$ cat config.mk
export PLATFORM = sky130hd
export DESIGN_NAME = eic_top
export DESIGN_NICKNAME = d
export VERILOG_FILES = /design/src/eic_pkg.sv /design/src/eic_top.sv
export SDC_FILE = /design/constraint.sdc
export NUM_CORES = 1
export LEC_CHECK = 0
export ABC_AREA = 1
export BUFFER_PORTS_ARGS = -buffer_cell sky130_fd_sc_hd__buf_2
export CAP_MARGIN = 20
export CORE_MARGIN = 2
export CORE_UTILIZATION = 45
export CTS_CLUSTER_SIZE = 30
export DETAILED_ROUTE_END_ITERATION = 12
export MAX_ROUTING_LAYER = met4
export PLACE_DENSITY = 0.85
export RECOVER_POWER = 50
export SKIP_LAST_GASP = 1
export SLEW_MARGIN = 25
export SYNTH_ARGS = -nofsm -noshare
export SYNTH_HDL_FRONTEND = slang
export SYNTH_SLANG_ARGS = --single-unit
$ cat constraint.sdc
create_clock -name clk_i -period 3.9 [get_ports clk_i]
set_input_delay 0.39 -clock clk_i [delete_from_list [all_inputs] [get_ports clk_i]]
set_output_delay 0.39 -clock clk_i [all_outputs]
set_load 0.02 [all_outputs]
$ cat src/eic_pkg.sv
// constants and types for the extended interrupt control bits block
package eic_pkg;

  // ***********************************************
  // register map
  // ***********************************************
  localparam int unsigned EIC_AW       = 12;
  localparam logic [11:0] EIC_CTRL_OFS = 12'h000; // extended_interrupt_control
  localparam logic [11:0] EIC_AUX_OFS  = 12'h004; // auxiliary control and state

  // ***********************************************
  // field positions, extended_interrupt_control
  // ***********************************************
  localparam int unsigned EIC_LTX_IE_BIT    = 14;
  localparam int unsigned EIC_SYS_FLAG_BIT  = 11;
  localparam int unsigned EIC_SYS_IE_BIT    = 10;
  localparam int unsigned EIC_EXD_FLAG_BIT  = 7;
  localparam int unsigned EIC_EXD_IE_BIT    = 6;
  localparam int unsigned EIC_ANY_DEST_BIT  = 5;
  localparam int unsigned EIC_WAKE_FLAG_BIT = 4;
  localparam int unsigned EIC_WAKE_IE_BIT   = 3;
  localparam int unsigned EIC_HOST_WAKE_BIT = 2;
  localparam int unsigned EIC_WAKE_MODE_BIT = 1;

  // ***********************************************
  // field positions, auxiliary register
  // ***********************************************
  localparam int unsigned EIC_GIE_BIT      = 0;
  localparam int unsigned EIC_EXT_ANY_BIT  = 1;
  localparam int unsigned EIC_STOP_BIT     = 2;
  localparam int unsigned EIC_SRST_BIT     = 3;
  localparam int unsigned EIC_MODE_ST_BIT  = 4;
  localparam int unsigned EIC_INT_ST_BIT   = 5;

  // ***********************************************
  // reset values and counts
  // ***********************************************
  localparam logic        EIC_BIT_RST    = 1'b0;
  localparam logic [31:0] EIC_RD_RST     = 32'h0000_0000;
  localparam logic [2:0]  EIC_ADDR_LAST  = 3'h5;  // last byte index of station address
  localparam logic [4:0]  EIC_MAGIC_REPS = 5'h10; // consecutive address copies needed

  // frame walker states
  typedef enum logic [1:0]
  {
    EIC_ST_IDLE = 2'b00,
    EIC_ST_DEST = 2'b01,
    EIC_ST_BODY = 2'b10
  } eic_rx_state_t;

endpackage

$ cat src/eic_top.sv
// extended interrupt control bits with apb slave and wake frame detector
//
// Contract
// - last-tx enable cleared by hard/soft reset, kept on stop, always read/write.
// - reserved positions written zero by software; they read back as zero here.
// - system-error flag set on bus-master parity error, master or target abort.
// - parity error sets system-error flag whatever the parity response setting.
// - system-error flag with its enable drives interrupt without global enable.
// - system-error flag write-one clears, hard/soft reset clear, stop keeps.
// - clearing pci status bits leaves system-error flag untouched.
// - system-error enable gates combined flag; hard/soft reset clear, stop keeps.
// - excessive-deferral flag set when transmitter suffers excessive deferral.
// - excessive-deferral flag with its enable drives the interrupt.
// - excessive-deferral flag write-one clears; only hard reset clears otherwise.
// - excessive-deferral enable gates combined flag; only hard reset clears it.
// - any-destination bit zero needs station address destination, one accepts all.
// - wake frame needs sixteen consecutive copies of the station address.
// - effective any-destination accept is this bit OR the extended bit.
// - any-destination bit cleared by hard/soft reset, kept on stop.
// - wake flag set on valid wake frame while in wake-frame mode.
// - wake flag interrupts only with global enable and wake enable both set.
// - wake flag write-one clears; hard reset, soft reset and stop clear it.
// - wake enable gates combined flag; hard/soft reset clear, stop keeps.
// - wake-frame mode is wake-mode bit and (power good or host wake enable).
`timescale 1ns/1ps
`default_nettype none

module eic_top
  import eic_pkg::*;
(
  input  wire logic                   clk_i,
  input  wire logic                   rst_i,
  input  wire logic                   psel_i,
  input  wire logic                   penable_i,
  input  wire logic                   pwrite_i,
  input  wire logic [eic_pkg::EIC_AW-1:0] paddr_i,
  input  wire logic [31:0]            pwdata_i,
  output logic      [31:0]            prdata_o,
  output logic                        pready_o,
  output logic                        pslverr_o,
  input  wire logic                   bm_parity_err_i,
  input  wire logic                   bm_master_abort_i,
  input  wire logic                   bm_target_abort_i,
  input  wire logic                   tx_excess_defer_i,
  input  wire logic                   rx_valid_i,
  input  wire logic                   rx_sof_i,
  input  wire logic                   rx_eof_i,
  input  wire logic [7:0]             rx_data_i,
  input  wire logic [47:0]            station_address_i,
  input  wire logic                   power_good_input_i,
  output logic                        pci_int_o,
  output logic                        combined_int_flag_o,
  output logic                        wake_mode_o,
  output logic                        last_tx_int_enable_o
);

  // ***********************************************
  // helpers
  // ***********************************************

  // byte i of the station address, byte 0 is bits 47:40
  function automatic logic [7:0] eic_addr_byte(input logic [47:0] a, input logic [2:0] i);
    logic [47:0] s;
    s = a << {i, 3'b000};
    return s[47:40];
  endfunction

  // ***********************************************
  // declarations
  // ***********************************************
  logic        pready_q, pready_d;
  logic        pslverr_q, pslverr_d;
  logic [31:0] prdata_q, prdata_d;
  logic        ltx_ie_q, ltx_ie_d;
  logic        sys_flag_q, sys_flag_d;
  logic        sys_ie_q, sys_ie_d;
  logic        exd_flag_q, exd_flag_d;
  logic        exd_ie_q, exd_ie_d;
  logic        any_dest_q, any_dest_d;
  logic        wake_flag_q, wake_flag_d;
  logic        wake_ie_q, wake_ie_d;
  logic        host_wake_q, host_wake_d;
  logic        wake_bit_q, wake_bit_d;
  logic        gie_q, gie_d;
  logic        ext_any_q, ext_any_d;
  logic        pci_int_q, pci_int_d;
  logic        comb_int_q, comb_int_d;
  logic        mode_q, mode_d;
  logic        pg_s1_q, pg_s2_q, pg_s3_q;
  logic        pg_q, pg_d;
  eic_rx_state_t st_q, st_d;
  logic [2:0]  idx_q, idx_d;
  logic [4:0]  reps_q, reps_d;
  logic        dest_ok_q, dest_ok_d;
  logic        found_q, found_d;
  logic        access, wr_done, wr_ctrl, wr_aux;
  logic        soft_rst, stop_set;
  logic        sys_set, wake_hit;
  logic        any_dest_eff;
  logic [31:0] ctrl_rd, aux_rd;

  // ***********************************************
  // apb slave
  // ***********************************************

  // request decode, write lands when pready is seen high
  assign access  = psel_i & penable_i;
  assign wr_done = access & pready_q & pwrite_i;
  assign wr_ctrl = wr_done & (paddr_i == EIC_CTRL_OFS);
  assign wr_aux  = wr_done & (paddr_i == EIC_AUX_OFS);

  // one-cycle command strobes from the auxiliary register
  assign soft_rst = wr_aux & pwdata_i[EIC_SRST_BIT];
  assign stop_set = wr_aux & pwdata_i[EIC_STOP_BIT];

  // read images, unused positions read as zero
  always_comb
  begin
    ctrl_rd                    = EIC_RD_RST;
    ctrl_rd[EIC_LTX_IE_BIT]    = ltx_ie_q;
    ctrl_rd[EIC_SYS_FLAG_BIT]  = sys_flag_q;
    ctrl_rd[EIC_SYS_IE_BIT]    = sys_ie_q;
    ctrl_rd[EIC_EXD_FLAG_BIT]  = exd_flag_q;
    ctrl_rd[EIC_EXD_IE_BIT]    = exd_ie_q;
    ctrl_rd[EIC_ANY_DEST_BIT]  = any_dest_q;
    ctrl_rd[EIC_WAKE_FLAG_BIT] = wake_flag_q;
    ctrl_rd[EIC_WAKE_IE_BIT]   = wake_ie_q;
    ctrl_rd[EIC_HOST_WAKE_BIT] = host_wake_q;
    ctrl_rd[EIC_WAKE_MODE_BIT] = wake_bit_q;
    aux_rd                     = EIC_RD_RST;
    aux_rd[EIC_GIE_BIT]        = gie_q;
    aux_rd[EIC_EXT_ANY_BIT]    = ext_any_q;
    aux_rd[EIC_MODE_ST_BIT]    = mode_q;
    aux_rd[EIC_INT_ST_BIT]     = comb_int_q;
  end

  // answer one cycle into the access phase
  always_comb
  begin
    pready_d  = access & ~pready_q;
    pslverr_d = 1'b0;
    prdata_d  = prdata_q;
    if (access & ~pready_q)
    begin
      if (paddr_i == EIC_CTRL_OFS)
      begin
        prdata_d = ctrl_rd;
      end
      else if (paddr_i == EIC_AUX_OFS)
      begin
        prdata_d = aux_rd;
      end
      else
      begin
        prdata_d  = EIC_RD_RST;
        pslverr_d = 1'b1; // unmapped address
      end
    end
  end

  always_ff @(posedge clk_i)
  begin
    if (rst_i)
    begin
      pready_q  <= 1'b0;
      pslverr_q <= 1'b0;
      prdata_q  <= EIC_RD_RST;
    end
    else
    begin
      pready_q  <= pready_d;
      pslverr_q <= pslverr_d;
      prdata_q  <= prdata_d;
    end
  end

  // ***********************************************
  // control and flag bits
  // ***********************************************

  // any one bus-master error sets the flag; parity response not consulted
  assign sys_set = bm_parity_err_i | bm_master_abort_i | bm_target_abort_i;

  always_comb
  begin
    ltx_ie_d    = ltx_ie_q;
    sys_ie_d    = sys_ie_q;
    exd_ie_d    = exd_ie_q;
    any_dest_d  = any_dest_q;
    wake_ie_d   = wake_ie_q;
    host_wake_d = host_wake_q;
    wake_bit_d  = wake_bit_q;
    gie_d       = gie_q;
    ext_any_d   = ext_any_q;
    // plain read/write fields
    if (wr_ctrl)
    begin
      ltx_ie_d    = pwdata_i[EIC_LTX_IE_BIT];
      sys_ie_d    = pwdata_i[EIC_SYS_IE_BIT];
      exd_ie_d    = pwdata_i[EIC_EXD_IE_BIT];
      any_dest_d  = pwdata_i[EIC_ANY_DEST_BIT];
      wake_ie_d   = pwdata_i[EIC_WAKE_IE_BIT];
      host_wake_d = pwdata_i[EIC_HOST_WAKE_BIT];
      wake_bit_d  = pwdata_i[EIC_WAKE_MODE_BIT];
    end
    if (wr_aux)
    begin
      gie_d     = pwdata_i[EIC_GIE_BIT];
      ext_any_d = pwdata_i[EIC_EXT_ANY_BIT];
    end
    // write-one clear, hardware set wins
    sys_flag_d  = sys_set | (sys_flag_q & ~(wr_ctrl & pwdata_i[EIC_SYS_FLAG_BIT]));
    exd_flag_d  = tx_excess_defer_i | (exd_flag_q & ~(wr_ctrl & pwdata_i[EIC_EXD_FLAG_BIT]));
    wake_flag_d = wake_hit | (wake_flag_q & ~(wr_ctrl & pwdata_i[EIC_WAKE_FLAG_BIT]));
    // stop clears only the wake flag and the global enable
    if (stop_set)
    begin
      wake_flag_d = 1'b0;
      gie_d       = 1'b0;
    end
    // soft reset; excessive-deferral pair is left alone
    if (soft_rst)
    begin
      ltx_ie_d    = EIC_BIT_RST;
      sys_flag_d  = EIC_BIT_RST;
      sys_ie_d    = EIC_BIT_RST;
      any_dest_d  = EIC_BIT_RST;
      wake_flag_d = EIC_BIT_RST;
      wake_ie_d   = EIC_BIT_RST;
      host_wake_d = EIC_BIT_RST;
      wake_bit_d  = EIC_BIT_RST;
      gie_d       = EIC_BIT_RST;
      ext_any_d   = EIC_BIT_RST;
    end
  end

  // hard reset clears every bit
  always_ff @(posedge clk_i)
  begin
    if (rst_i)
    begin
      ltx_ie_q    <= EIC_BIT_RST;
      sys_flag_q  <= EIC_BIT_RST;
      sys_ie_q    <= EIC_BIT_RST;
      exd_flag_q  <= EIC_BIT_RST;
      exd_ie_q    <= EIC_BIT_RST;
      any_dest_q  <= EIC_BIT_RST;
      wake_flag_q <= EIC_BIT_RST;
      wake_ie_q   <= EIC_BIT_RST;
      host_wake_q <= EIC_BIT_RST;
      wake_bit_q  <= EIC_BIT_RST;
      gie_q       <= EIC_BIT_RST;
      ext_any_q   <= EIC_BIT_RST;
    end
    else
    begin
      ltx_ie_q    <= ltx_ie_d;
      sys_flag_q  <= sys_flag_d;
      sys_ie_q    <= sys_ie_d;
      exd_flag_q  <= exd_flag_d;
      exd_ie_q    <= exd_ie_d;
      any_dest_q  <= any_dest_d;
      wake_flag_q <= wake_flag_d;
      wake_ie_q   <= wake_ie_d;
      host_wake_q <= host_wake_d;
      wake_bit_q  <= wake_bit_d;
      gie_q       <= gie_d;
      ext_any_q   <= ext_any_d;
    end
  end

  // ***********************************************
  // power good synchroniser and wake mode
  // ***********************************************

  // change accepted once second and third stages agree
  assign pg_d = (pg_s2_q == pg_s3_q) ? pg_s3_q : pg_q;

  always_ff @(posedge clk_i)
  begin
    if (rst_i)
    begin
      pg_s1_q <= 1'b0;
      pg_s2_q <= 1'b0;
      pg_s3_q <= 1'b0;
      pg_q    <= 1'b0;
    end
    else
    begin
      pg_s1_q <= power_good_input_i;
      pg_s2_q <= pg_s1_q;
      pg_s3_q <= pg_s2_q;
      pg_q    <= pg_d;
    end
  end

  assign mode_d       = wake_bit_q & (pg_q | host_wake_q);
  assign any_dest_eff = any_dest_q | ext_any_q;

  // ***********************************************
  // wake frame detector
  // ***********************************************

  always_comb
  begin
    st_d      = st_q;
    idx_d     = idx_q;
    reps_d    = reps_q;
    dest_ok_d = dest_ok_q;
    found_d   = found_q;
    wake_hit  = 1'b0;
    if (rx_valid_i)
    begin
      if (rx_sof_i)
      begin
        // first byte is destination byte 0
        st_d      = EIC_ST_DEST;
        dest_ok_d = (rx_data_i == eic_addr_byte(station_address_i, 3'h0));
        idx_d     = 3'h1;
        reps_d    = 5'h00;
        found_d   = 1'b0;
      end
      else
      begin
        case (st_q)
          EIC_ST_DEST:
          begin
            dest_ok_d = dest_ok_q & (rx_data_i == eic_addr_byte(station_address_i, idx_q));
            if (idx_q == EIC_ADDR_LAST)
            begin
              idx_d = 3'h0;
              st_d  = EIC_ST_BODY;
            end
            else
            begin
              idx_d = idx_q + 3'h1;
            end
          end
          EIC_ST_BODY:
          begin
            // count whole address copies in a row
            if (!found_q)
            begin
              if (rx_data_i == eic_addr_byte(station_address_i, idx_q))
              begin
                if (idx_q == EIC_ADDR_LAST)
                begin
                  idx_d  = 3'h0;
                  reps_d = reps_q + 5'h01;
                  found_d = (reps_q == EIC_MAGIC_REPS - 5'h01);
                end
                else
                begin
                  idx_d = idx_q + 3'h1;
                end
              end
              else
              begin
                // broken run; this byte may open a new one
                reps_d = 5'h00;
                idx_d  = (rx_data_i == eic_addr_byte(station_address_i, 3'h0)) ? 3'h1 : 3'h0;
              end
            end
          end
          default:
          begin
            st_d = EIC_ST_IDLE;
          end
        endcase
      end
      // frame end decides
      if (rx_eof_i)
      begin
        st_d     = EIC_ST_IDLE;
        wake_hit = mode_q & found_d & (dest_ok_d | any_dest_eff);
      end
    end
  end

  always_ff @(posedge clk_i)
  begin
    if (rst_i)
    begin
      st_q      <= EIC_ST_IDLE;
      idx_q     <= 3'h0;
      reps_q    <= 5'h00;
      dest_ok_q <= 1'b0;
      found_q   <= 1'b0;
    end
    else
    begin
      st_q      <= st_d;
      idx_q     <= idx_d;
      reps_q    <= reps_d;
      dest_ok_q <= dest_ok_d;
      found_q   <= found_d;
    end
  end

  // ***********************************************
  // interrupt outputs
  // ***********************************************

  // combined flag and pci interrupt, wake source needs the global enable only at the pci interrupt
  assign comb_int_d = (sys_flag_q & sys_ie_q) | (exd_flag_q & exd_ie_q) | (wake_flag_q & wake_ie_q);
  assign pci_int_d  = (sys_flag_q & sys_ie_q)
                    | (exd_flag_q & exd_ie_q)
                    | (wake_flag_q & wake_ie_q & gie_q);

  always_ff @(posedge clk_i)
  begin
    if (rst_i)
    begin
      comb_int_q <= 1'b0;
      pci_int_q  <= 1'b0;
      mode_q     <= 1'b0;
    end
    else
    begin
      comb_int_q <= comb_int_d;
      pci_int_q  <= pci_int_d;
      mode_q     <= mode_d;
    end
  end

  assign prdata_o             = prdata_q;
  assign pready_o             = pready_q;
  assign pslverr_o            = pslverr_q;
  assign pci_int_o            = pci_int_q;
  assign combined_int_flag_o  = comb_int_q;
  assign wake_mode_o          = mode_q;
  assign last_tx_int_enable_o = ltx_ie_q;

endmodule

`default_nettype wire

# == Word-level counts from Yosys, hierarchy flattened ==
# Cells that the tools add are included.
# totals
reg_bits,65
input_bits,113
out_inout_bits,38
wordCells,119
# op_classes
add_sub_neg,2
n_eq_ne,13
n_shift,1
n_mux,29
bitwise_logic,38
reduce_logical,9
# ops
op,count
$shl 48x6->48,1
$mux 5,5
$and 1x1->1,22
$eq 8x8->1,2
$mux 15,1
$mux 1,13
$eq 12x3->1 const B,1
$logic_not 12->1,1
$mux 3,4
$or 1x1->1,11
$mux 2,3
$mux 6,1
$ne 3x3->1 const B,2
$pmux 3 s2,1
$reduce_and 3->1,2
$reduce_or 3->1,2
$add 5x1->5 const B,1
$eq 5x4->1 const B,1
$not 1->1,5
$ne 4x4->1 const B,1
$pmux 2 s2,1
$reduce_and 4->1,1
$add 3x1->3 const B,1
$eq 3x3->1 const B,1
other kinds (8),8

# == Depth between registers and ports, before layout ==
# Gate-level depths: netlist (run 1).
# logic_depth
ltp_word,12
mapped_depth,21
depth_no_buf,20

# == Worst setup path before layout (run 1) ==
# OpenSTA, ideal clock, no wires.
# synth_path
kind,register to register
startpoint,reg idx_q[0]
endpoint,reg idx_q[0]
setup_time_ns,0.109
arrival_ns,1.589
required_time_ns,3.791
setup_slack_ns,2.202
path_stages_with_launch,21
n_path_buf,2
period_less_slack_ns,1.698
path_cell_list,dfxtp_1 > buf_6 > inv_6 > buf_6 > nor2_1 > nor2_1 > o21ai_2 > nand2_1 > nand2_1 > nand2_1 > inv_1 > nand2_1 > nor2_2 > nand2_1 > inv_2 > nor2_1 > inv_1 > nand2_1 > nand3_1 > nand2_1 > inv_1
# synth_between
elab_chain_len,6
word_cells_on_any_way,9
classes_between,1 x add/sub; 2 x eq/ne; 1 x shift; 5 x mux
# synth_lines
item,line_no,text
"start, declared",eic_top.sv:92,"logic [2:0] idx_q, idx_d;"
"start signal, assigned",eic_top.sv:393,idx_q <= idx_d;
"$shl 48x6->48, or another cell as far along",eic_top.sv:64,"s = a << {i, 3'b000};"
$eq 8x8->1 / $mux 3 (equally long branches),"eic_top.sv:344, eic_top.sv:329, eic_top.sv:346",
$mux 3,eic_top.sv:344,"if (rx_data_i == eic_addr_byte(station_address_i, idx_q))"
$mux 3,eic_top.sv:342,if (!found_q)
$pmux 3 s2 *,eic_top.sv:325,case (st_q)
$mux 3 *,eic_top.sv:314,if (rx_sof_i)
# Mark *: on every way between the ends. The rest lies on a longest branch, timed or not. The select of a mux whose other input is x is not followed.
# A chain may end at the register's enable or synchronous reset.

# == Worst setup path after layout (run 1) ==
# layout_path
startpoint,reg idx_q[0]
endpoint,reg reps_q[4]
# layout_between
elab_chain_len,6
word_cells_on_any_way,9
classes_between,3 x eq/ne; 1 x shift; 4 x mux; 1 x reduce/logical
# layout_lines
item,line_no,text
$shl 48x6->48,eic_top.sv:64,
$eq 8x8->1,eic_top.sv:344,
$mux 5,eic_top.sv:344,
$mux 5,eic_top.sv:342,
$mux 5,eic_top.sv:325,
$mux 5,eic_top.sv:314,
"end signal, assigned",eic_top.sv:394,reps_q <= reps_d;
"end, declared",eic_top.sv:93,"logic [4:0] reps_q, reps_d;"
# Parallel ways exist; a longest one is shown, timed or not. The select of a mux whose other input is x is not followed.

==> results.md, run 1 <==
* CTS tree: built
* Hold Buf Count CTS at 0
* Core Area at 6241 um^2
* Worst path buffer plus inverter count at 4
* Vias in the first global route at 3112
* Total wire length at about 7 mm
* Fillers at 635
* Hold crit path type: input pin to register
* Clock sink count at 44
* Period utilisation layout at 0.6360
* Slew at the pin with the worst max-slew slack at 0.7066 ns
* CP max FO at 28
* Die X at 83.73 um
* Setup Skew at 0.007058 ns
* WP data required at 4.14 ns
* Type of the worst setup path: register to register
* Async S/R FF share, synth at 0
* Sequential element share of the synthesized area at 0.3080
* RSZ-0062 raised after global routing: no
* Number of vias per cell at 4.883
* N_diodes at 0
* GRT overflow at 0
* Tmin final at 2.480 ns
* P&R area growth vs syn at 19.99%
* DR WL/cell at 10.90 um
* Cells after synthesis at between 400 and 500
* Synth cell types at 33
* Maxcap violations at 0
* Non-filler cells, final at 660
* CP Capture Point: reps_q[4]$_SDFFE_PP0P_
* Avg Cell Area, Syn at 5.971 um^2
* Worst r2r src: idx_q[0]$_SDFFE_PP0P_
* DP Area at 3347 um^2
* Area of the multi-input gates at 1569 um^2
* Routability cong. at 0.9028
* Endpoint class of the critical path: register
* FF-to-FF path depth at 19
* Layout net count at 697
* R2r setup slk at between 1 and 1.5 ns
* Origin of the worst setup path: idx_q[0]$_SDFFE_PP0P_
* # DRC at 0
* Critical path's top delay family: simple AND/OR/NAND/NOR gates
* Worst path depth at 19
* IO Port Bufs at between 100 and 150
* Setup TNS at 0 ns
* Worst R2R End: reps_q[4]$_SDFFE_PP0P_
* CP Launch Type: register
* Layout cells sized above 1 at 0.1835
* Pre-CTS setup slack at 1.418 ns
* Full die area at between 7000 and 8000 um^2
* Final Power at 1.030 mW
* Total CTS buffers at 5
* Clock Pin Slew Worst Setup and Hold Paths at 0.08 ns
* Worst vdd ir at 321.7 uV
* Clock Path Buffers at 2
* Root buffer cell: clkbuf_8
* Pwr Density at 300.2 nW/um^2
* CP cell instances: buf_4 -> inv_6 -> nand2_1 -> nand2_1 -> nand2_1 -> nand2_1 -> nand2_1 -> nand3_1 -> nand2_1 -> nand2_1 -> nor2_2 -> nand2_1 -> inv_2 -> nand2_1 -> nand2_1 -> nand2_2 -> inv_2 -> nand2_1 -> a21oi_2
* Number of synthesized flops with an enable pin at 0
* Post-synthesis cell area at ~2900 um^2
* I/O pin count at about 150
* Post-CTS resize count at 0
* Peak Freq at 403.2 MHz
* Pin count of the biggest net entering global routing at 29
* FP Rows at 29
* Antenna violations before repair at 0
* Yosys warns at 0
* First-pass GRT wire length at 12.33 mm
* Slowest CP cell: dfxtp_1
* Slew HR at 0.5289
* Vias at 3223
* Outcome: finished clean
* Worst Slack Setup Final at between 1 and 1.5 ns
* Final hold slack at 0.2999 ns
* Initial Util at 0.4583
* HPWL after detailed placement at 5.676 mm
* Post-route antenna net violation count at 0
* CP max stage delay at 0.67 ns
* Final instance area at ~3400 um^2
* Final Max Tran Viols at 0
* Final Util at 0.5499
* Total Routing Usage GR at 0.2142
* Die Ht at 83.73 um
* Post-Place Cells at 652
* Leakage at around 1.8 nW
* 1st-iter DRT viols at 176
* Arrival time at the worst endpoint at 2.72 ns
* Commonest register cell after synthesis: dfxtp_1
* Storage cell area at 880.8 um^2
* Max H-tree Level at 2
* Post-CTS setup buffers at 0
* Synthesized flop and latch total at between 40 and 50
* Final setup viols at 0
* Most numerous cell on the critical path: nand2_1
* Pre-antenna DRT Iters at 4
* Hold Fails Final Rpt at 0
* Skew-Pair Late Insertion Delay at about 0.30 ns
logic make-up after synthesis:
logic type,Yosys count,share of synthesized area
AO/OA/AOI/OAI,62,0.1225
XOR/XNOR,1,0.003063
adder cells (fa/ha/maj),2,0.008748
buffers and inverters,98,0.1697
flip-flops,44,0.3080
other,1,0.001311
AND/OR/NAND/NOR,271,0.3867
worst min-delay path: cells and delay by family:
| kind | cells | cell delay, ns |
|---|---|---|
| AND/OR/NAND/NOR | 1 | 0.03 |
| buffers and inverters | 2 | 0.13 |
synthesized netlist by cell type, types with 2 or more instances:
master / n / area share
o21ai_0: 15 / 0.026
nor3_1: 5 / 0.0087
o211ai_1: 6 / 0.016
clkinv_1: 3 / 0.0039
nand4_1: 7 / 0.015
nor2_2: 2 / 0.0044
o21ai_1: 8 / 0.014
dfxtp_1: 44 / 0.31
nand2_1: 171 / 0.22
a21oi_1: 26 / 0.045
buf_4: 21 / 0.055
buf_2: 3 / 0.0052
ha_1: 2 / 0.0087
clkbuf_1: 6 / 0.0079
nor2_1: 50 / 0.066
buf_6: 4 / 0.016
nor4_1: 5 / 0.011
a221o_1: 2 / 0.0070
inv_1: 58 / 0.076
inv_2: 2 / 0.0026
nand3_1: 27 / 0.047
worst min-delay path by stage:
stage | depth (start not counted) | slack (ns) | end | start
floorplan | 2 | 0.39 | pg_s2_q$_SDFF_PP0_ | pg_s1_q$_SDFF_PP0_
global placement | 2 | 0.39 | pg_s2_q$_SDFF_PP0_ | pg_s1_q$_SDFF_PP0_
detailed placement | 2 | 0.40 | pg_s2_q$_SDFF_PP0_ | pg_s1_q$_SDFF_PP0_
CTS | 3 | 0.30 | exd_flag_q$_SDFF_PP0_ | tx_excess_defer_i
global route | 3 | 0.30 | pg_s1_q$_SDFF_PP0_ | power_good_input_i
finish | 3 | 0.30 | pg_s1_q$_SDFF_PP0_ | power_good_input_i
where the power goes:
group | switching, mW | internal, mW | leakage [nW]
Combinational | 0.130 | 0.0782 | 1.38
Clock | 0.159 | 0.190 | 0.0541
Sequential | 0.0114 | 0.463 | 0.359
Total | 0.300 | 0.731 | 1.80
area by class of cell:
type                    instances  area share
multi-input cells             357      0.4572
flip-flops and latches         44      0.2567
repair buffers                110      0.1542
inverters                      64     0.07145
well taps                      77     0.02807
clock buffers                   5     0.02005
clock inverters                 3     0.01240
flip-flops by register name, summed over array words and instances, names as in the netlist, 2 cells and up:
register  count
reps_q        5
st_q          2
idx_q         3
prdata_o     11
placed cells by master, fill, tap and decap left out, types with 6 or more instances in the layout:
cell type / n
a21oi_1: 26
buf_2: 90
clkbuf_1: 19
conb_1: 21
dfxtp_1: 44
inv_1: 58
nand2_1: 171
nand3_1: 27
nand4_1: 7
nor2_1: 50
o211ai_1: 6
o21ai_0: 15
o21ai_1: 8
layer usage:
layer	global-route usage	routed length (um)	vias to the layer above
met5	-	0	-
met4	0.08211	174	0
met3	0.04253	579	20
met2	0.3796	3480	141
met1	0.2365	2959	1394
li1	-	-	1668
No activity file was read; power rests on OpenSTA's default activity.
==> run 2: changes to the inputs <==
==> constraint.sdc (replaced) <==
create_clock -name clk_i -period 2.4 [get_ports clk_i]
set_input_delay 0.24 -clock clk_i [delete_from_list [all_inputs] [get_ports clk_i]]
set_output_delay 0.24 -clock clk_i [all_outputs]
set_load 0.02 [all_outputs]
==> results.md, run 2 (same netlist as run 1, synthesis figures left out) <==
* Hold Path Stages at 3 (unchanged)
* Worst vdd ir at 460.1 uV (was 321.7 uV)
* Vias in the first global route at 2947 (was 3112)
* Pre-antenna DRT Iters at 5 (was 4)
* Final Util at 0.5557 (was 0.5499)
* Post-CTS resize count at 0 (unchanged)
* Fillers at 622 (was 635)
* WP data required at 2.64 ns (was 4.14 ns)
* Hold crit path type: input pin to register (unchanged)
* Leakage at 1.820 nW (was 1.795 nW)
* FP Rows at 29 (unchanged)
* Initial Util at 0.4583 (unchanged)
* HPWL after detailed placement at 5.826 mm (was 5.676 mm)
* Endpoint class of the critical path: register (unchanged)
* P&R area growth vs syn at 21.26% (was 19.99%)
* IO Port Bufs at 108 (unchanged)
* First-pass GRT wire length at 11.92 mm (was 12.33 mm)
* Most frequent cells in the layout: nand2_1 (171), buf_2 (90), inv_1 (58) (unchanged)
* Final setup viols at 0 (unchanged)
* Slew HR at 0.5255 (was 0.5289)
* Skew-Pair Late Insertion Delay at 0.30 ns (about the same)
* Most numerous cell on the critical path: nand2_1 (unchanged)
* FF-to-FF path depth at 17 (was 19)
* Number of vias per cell at 4.905 (was 4.883)
* Worst path depth at 17 (was 19)
* Pin count of the biggest net entering global routing at 29 (unchanged)
* Layout cells sized above 1 at 0.1874 (was 0.1835)
* R2r setup slk at 0.24 ns (was 1.42 ns)
* Slowest CP cell: dfxtp_1 (unchanged)
* Worst r2r src: idx_q[2]$_SDFFE_PP0P_ (was idx_q[0]$_SDFFE_PP0P_)
* Vias at 3257 (was 3223)
* Arrival time at the worst endpoint at 2.39 ns (was 2.72 ns)
* Post-CTS setup buffers at 0 (unchanged)
* Peak Freq at 463.8 MHz (was 403.2 MHz)
* Period utilisation layout at 0.8983 (was 0.6360)
* I/O pin count at 151 (unchanged)
* Clock Path Buffers at 2 (unchanged)
* Root buffer cell: clkbuf_8 (unchanged)
* Routability cong. at 0.9217 (was 0.9028)
* RSZ-0062 raised after global routing: no (unchanged)
* Maxcap violations at 0 (unchanged)
* Die X at 83.73 um (unchanged)
* Outcome: finished clean (unchanged)
* Antenna violations before repair at 0 (unchanged)
* Setup TNS at 0 ns (unchanged)
* Most common cell after layout, fill and taps aside: nand2_1 (unchanged)
* Layout net count at 701 (was 697)
* Pwr Density at 492.3 nW/um^2 (was 300.2 nW/um^2)
* HP Start: tx_excess_defer_i (was power_good_input_i)
* CP cell instances: inv_1 -> nor2_1 -> inv_1 -> nor2_1 -> o21ai_1 -> nand3_1 -> nand2_1 -> nand2_1 -> nor2_2 -> nand2_1 -> inv_2 -> nand2_1 -> nand2_1 -> nand2_2 -> inv_2 -> nand2_1 -> a21oi_2 (was buf_4 -> inv_6 -> nand2_1 -> nand2_1 -> nand2_1 -> nand2_1 -> nand2_1 -> nand3_1 -> nand2_1 -> nand2_1 -> nor2_2 -> nand2_1 -> inv_2 -> nand2_1 -> nand2_1 -> nand2_2 -> inv_2 -> nand2_1 -> a21oi_2)
* Core Area at 6241 um^2 (unchanged)
* Worst path buffer plus inverter count at 4 (unchanged)
* DR WL/cell at 11.03 um (was 10.90 um)
* Total wire length at 7.326 mm (was 7.193 mm)
* Origin of the worst setup path: idx_q[2]$_SDFFE_PP0P_ (was idx_q[0]$_SDFFE_PP0P_)
* Hold Fails Final Rpt at 0 (unchanged)
* CP max FO at 11 (was 28)
* Die Ht at 83.73 um (unchanged)
* Clock Pin Slew Worst Setup and Hold Paths at 0.08 ns (about the same)
* Critical path's top delay family: simple AND/OR/NAND/NOR gates (unchanged)
* Type of the worst setup path: register to register (unchanged)
* Setup Skew at 0.009476 ns (was 0.007058 ns)
* Final Max Tran Viols at 0 (unchanged)
* Clock sink count at 44 (unchanged)
* Max H-tree Level at 2 (unchanged)
* Total Routing Usage GR at 0.2092 (was 0.2142)
* GRT overflow at 0 (unchanged)
* Max reg flops at 11 (unchanged)
* Hold Buf Count CTS at 0 (unchanged)
* CP max stage delay at 0.33 ns (was 0.67 ns)
* 1st-iter DRT viols at 126 (was 176)
* Post-route antenna net violation count at 0 (unchanged)
* Total CTS buffers at 5 (unchanged)
* N_diodes at 0 (unchanged)
* Tmin final at 2.156 ns (was 2.480 ns)
* Full die area at 7010 um^2 (unchanged)
* # DRC at 0 (unchanged)
* CTS tree: built (unchanged)
* CP Launch Type: register (unchanged)
* Slew at the pin with the worst max-slew slack at 0.7118 ns (was 0.7066 ns)
## run 2: final cells by class
| cell class | count | area, um^2 | share of cell area |
|---|---|---|---|
| Timing Repair Buffer | 114 | 555.5 | 0.1602 |
| Multi-Input combinational cell | 357 | 1569 | 0.4524 |
| Clock buffer | 6 | 82.58 | 0.02381 |
| Inverter | 64 | 245.2 | 0.07071 |
| Clock inverter | 2 | 38.79 | 0.01118 |
| Tap cell | 77 | 96.34 | 0.02778 |
| Sequential cell | 44 | 880.8 | 0.2540 |
## run 2: final timing paths
path,end
worst min-delay path,exd_flag_q$_SDFF_PP0_
worst min register to register,pg_s2_q$_SDFF_PP0_
worst max register to register,reps_q[4]$_SDFFE_PP0P_
worst max-delay path,reps_q[4]$_SDFFE_PP0P_
## run 2: worst min-delay path: cells and delay by family
family	cells	cell delay (ns)
compound gates	1	0.03
buf+inv	1	0.07
simple gates	1	0.06
## run 2: per-stage QoR
stage	hold WS (ns)	cell area, um^2	total power [mW]	setup WS (ns)	cells
6_report	0.1358	3468	1.708	0.2440	664
5_1_grt	0.1395	3468	1.782	0.02748	664
4_1_cts	0.1369	3498	1.719	0.2666	664
3_5_place_dp	0.3958	3377	1.133	0.2854	656
3_3_place_gp	0.3920	3377	1.124	0.3302	656
2_1_floorplan	0.3470	2935	1.035	0.7019	499
## run 2: power by group
part	leakage, nW	internal [mW]	switching, mW	total, mW
Clock	0.0614	0.340	0.254	0.595
Combinational	1.40	0.130	0.217	0.347
Sequential	0.359	0.753	0.0133	0.766
## run 2: per-layer routing
metal / vias to the layer above / wire length, um / part of all wire / track usage
met3: 9 / 655 / 0.089 / 0.03956
met2: 157 / 3613 / 0.49 / 0.3818
met1: 1419 / 2955 / 0.40 / 0.2282
li1: 1672 / - / - / -
met5: - / 0 / 0 / -
met4: 0 / 102 / 0.014 / 0.06745
==> run 3: changes to the inputs <==
--- a/config.mk
+++ b/config.mk
@@ -8,13 +8,15 @@
 export ABC_AREA = 1
 export BUFFER_PORTS_ARGS = -buffer_cell sky130_fd_sc_hd__buf_2
 export CAP_MARGIN = 20
-export CORE_MARGIN = 2
+export CORE_MARGIN = 1
 export CORE_UTILIZATION = 45
 export CTS_CLUSTER_SIZE = 30
 export DETAILED_ROUTE_END_ITERATION = 12
+export HOLD_SLACK_MARGIN = 0.06
 export MAX_ROUTING_LAYER = met4
 export PLACE_DENSITY = 0.85
 export RECOVER_POWER = 50
+export SETUP_SLACK_MARGIN = 0.4
 export SKIP_LAST_GASP = 1
 export SLEW_MARGIN = 25
 export SYNTH_ARGS = -nofsm -noshare
==> results.md, run 3 (same netlist as run 1, synthesis figures left out) <==
* Max reg flops at 11 (unchanged)
* CTS tree: built (unchanged)
* Pre-antenna DRT Iters at 5 (unchanged)
* P&R area growth vs syn at 22.40% (was 21.26%)
* I/O pin count at 151 (unchanged)
* Post-CTS setup buffers at 0 (unchanged)
* Slew at the pin with the worst max-slew slack at 0.7451 ns (was 0.7118 ns)
* Routability cong. at 0.8981 (was 0.9217)
* Hold crit path type: input pin to register (unchanged)
* First-pass GRT wire length at 11.21 mm (was 11.92 mm)
* Clock Path Buffers at 2 (unchanged)
* Setup Skew at 0.008460 ns (was 0.009476 ns)
* Vias at 3241 (was 3257)
* Final Power at 1.615 mW (was 1.708 mW)
* N_diodes at 0 (unchanged)
* Antenna violations before repair at 0 (unchanged)
* WP data required at 2.61 ns (was 2.64 ns)
* Endpoint class of the critical path: register (unchanged)
* Number of vias per cell at 4.888 (was 4.905)
* Max H-tree Level at 2 (unchanged)
* Core Area at 6026 um^2 (was 6241 um^2)
* Die X at 81.73 um (was 83.73 um)
* Pin count of the biggest net entering global routing at 29 (unchanged)
* Total Routing Usage GR at 0.2195 (was 0.2092)
* Period utilisation layout at 0.7811 (was 0.8983)
* IO Port Bufs at 108 (unchanged)
* Clock Pin Slew Worst Setup and Hold Paths at 0.09 ns (was 0.08 ns)
* Root buffer cell: clkbuf_8 (unchanged)
* HPWL after detailed placement at 5.463 mm (was 5.826 mm)
* Layout cells sized above 1 at 0.2092 (was 0.1874)
* Tmin final at 1.875 ns (was 2.156 ns)
* Maxcap violations at 0 (unchanged)
* Most frequent cells in the layout: nand2_1 (168), buf_2 (90), inv_1 (56) (was nand2_1 (171), buf_2 (90), inv_1 (58))
* 1st-iter DRT viols at 151 (was 126)
* Total wire length at 7.103 mm (was 7.326 mm)
* Hold Fails Final Rpt at 0 (unchanged)
* Slew HR at 0.5033 (was 0.5255)
* Worst vdd ir at 419.3 uV (was 460.1 uV)
* Vias in the first global route at 2852 (was 2947)
* Hold Buf Count CTS at 0 (unchanged)
* Arrival time at the worst endpoint at 2.08 ns (was 2.39 ns)
* Final Util at 0.5810 (was 0.5557)
* FP Rows at 28 (was 29)
* Outcome: finished clean (unchanged)
* Post-route antenna net violation count at 0 (unchanged)
* Most common cell after layout, fill and taps aside: nand2_1 (unchanged)
* R2r setup slk at 0.53 ns (was 0.24 ns)
* # DRC at 0 (unchanged)
* Clock sink count at 44 (unchanged)
* Total CTS buffers at 5 (unchanged)
* Final setup viols at 0 (unchanged)
* Initial Util at 0.4747 (was 0.4583)
* Setup TNS at 0 ns (unchanged)
* Full die area at 6679 um^2 (was 7010 um^2)
* RSZ-0062 raised after global routing: yes (was no)
* Pwr Density at 461.4 nW/um^2 (was 492.3 nW/um^2)
* Final Max Tran Viols at 0 (unchanged)
* CP max FO at 28 (was 11)
* Type of the worst setup path: register to register (unchanged)
* Leakage at 1.818 nW (was 1.820 nW)
* GRT overflow at 0 (unchanged)
* Die Ht at 81.73 um (was 83.73 um)
* CP Launch Type: register (unchanged)
* Skew-Pair Late Insertion Delay at 0.31 ns (was 0.30 ns)
* Layout net count at 702 (was 701)
* Peak Freq at 533.5 MHz (was 463.8 MHz)
* DR WL/cell at 10.71 um (was 11.03 um)
run 3: area by class of cell:
class	instances	area, um^2
Timing Repair inverter	1	5.005
Timing Repair Buffer	114	574.3
Inverter	64	251.5
Multi-Input combinational cell	357	1592
Fill cell	586	2525
Clock buffer	5	68.82
Tap cell	75	93.84
Sequential cell	44	889.6
Clock inverter	3	26.28
run 3: repair_timing:
item / CTS / global route
gates resized for setup: 0 / 20
endpoints found under the hold margin: 0 / 0
setup endpoints to repair: 0 / 10
run 3: final timing paths:
check | to | startpoint | cells past startpoint
worst max-delay path | reps_q[2]$_SDFFE_PP0P_ | idx_q[0]$_SDFFE_PP0P_ | 18
worst min-delay path | pg_s1_q$_SDFF_PP0_ | power_good_input_i | 3
worst max register to register | reps_q[2]$_SDFFE_PP0P_ | idx_q[0]$_SDFFE_PP0P_ | 18
worst min register to register | pg_s2_q$_SDFF_PP0_ | pg_s1_q$_SDFF_PP0_ | 2
run 3: report_power, final:
group | leakage, nW | total [mW] | switching [mW] | internal, mW
logic | 1.41 | 0.360 | 0.224 | 0.136
registers | 0.361 | 0.767 | 0.0151 | 0.752
clock network | 0.0491 | 0.489 | 0.275 | 0.214
run 3: layer usage:
layer	GRT usage	wire length, um	up-vias
met1	0.2332	2910	1402
met3	0.04778	602	14
li1	-	-	1680
met2	0.3959	3462	145
met4	0.08070	127	0
met5	-	0	-
run 3: worst max-delay path, cell delays in order (launching register included):
cell	delay (ns)
dfxtp_4	0.38
inv_8	0.14
nand2_1	0.08
nand2_1	0.07
nand2_1	0.05
nand2_1	0.05
nand2_1	0.08
nand2_1	0.07
nand2_1	0.04
nand2_1	0.05
nand2_1	0.08
nor2_4	0.15
nand4_1	0.14
nand2_1	0.14
inv_1	0.07
nand2_1	0.06
nand2_1	0.05
clkinv_1	0.04
nor2_1	0.03
run 3: through the flow:
step	hold WS (ns)	area [um^2]	setup WS, ns	std cells
global route	0.1394	3501	0.3460	663
global placement	0.3947	3374	0.4759	654
CTS	0.1224	3470	0.4082	662
finish	0.1347	3501	0.5255	663
detailed placement	0.4028	3374	0.4266	654
floorplan	0.3470	2935	0.7019	499
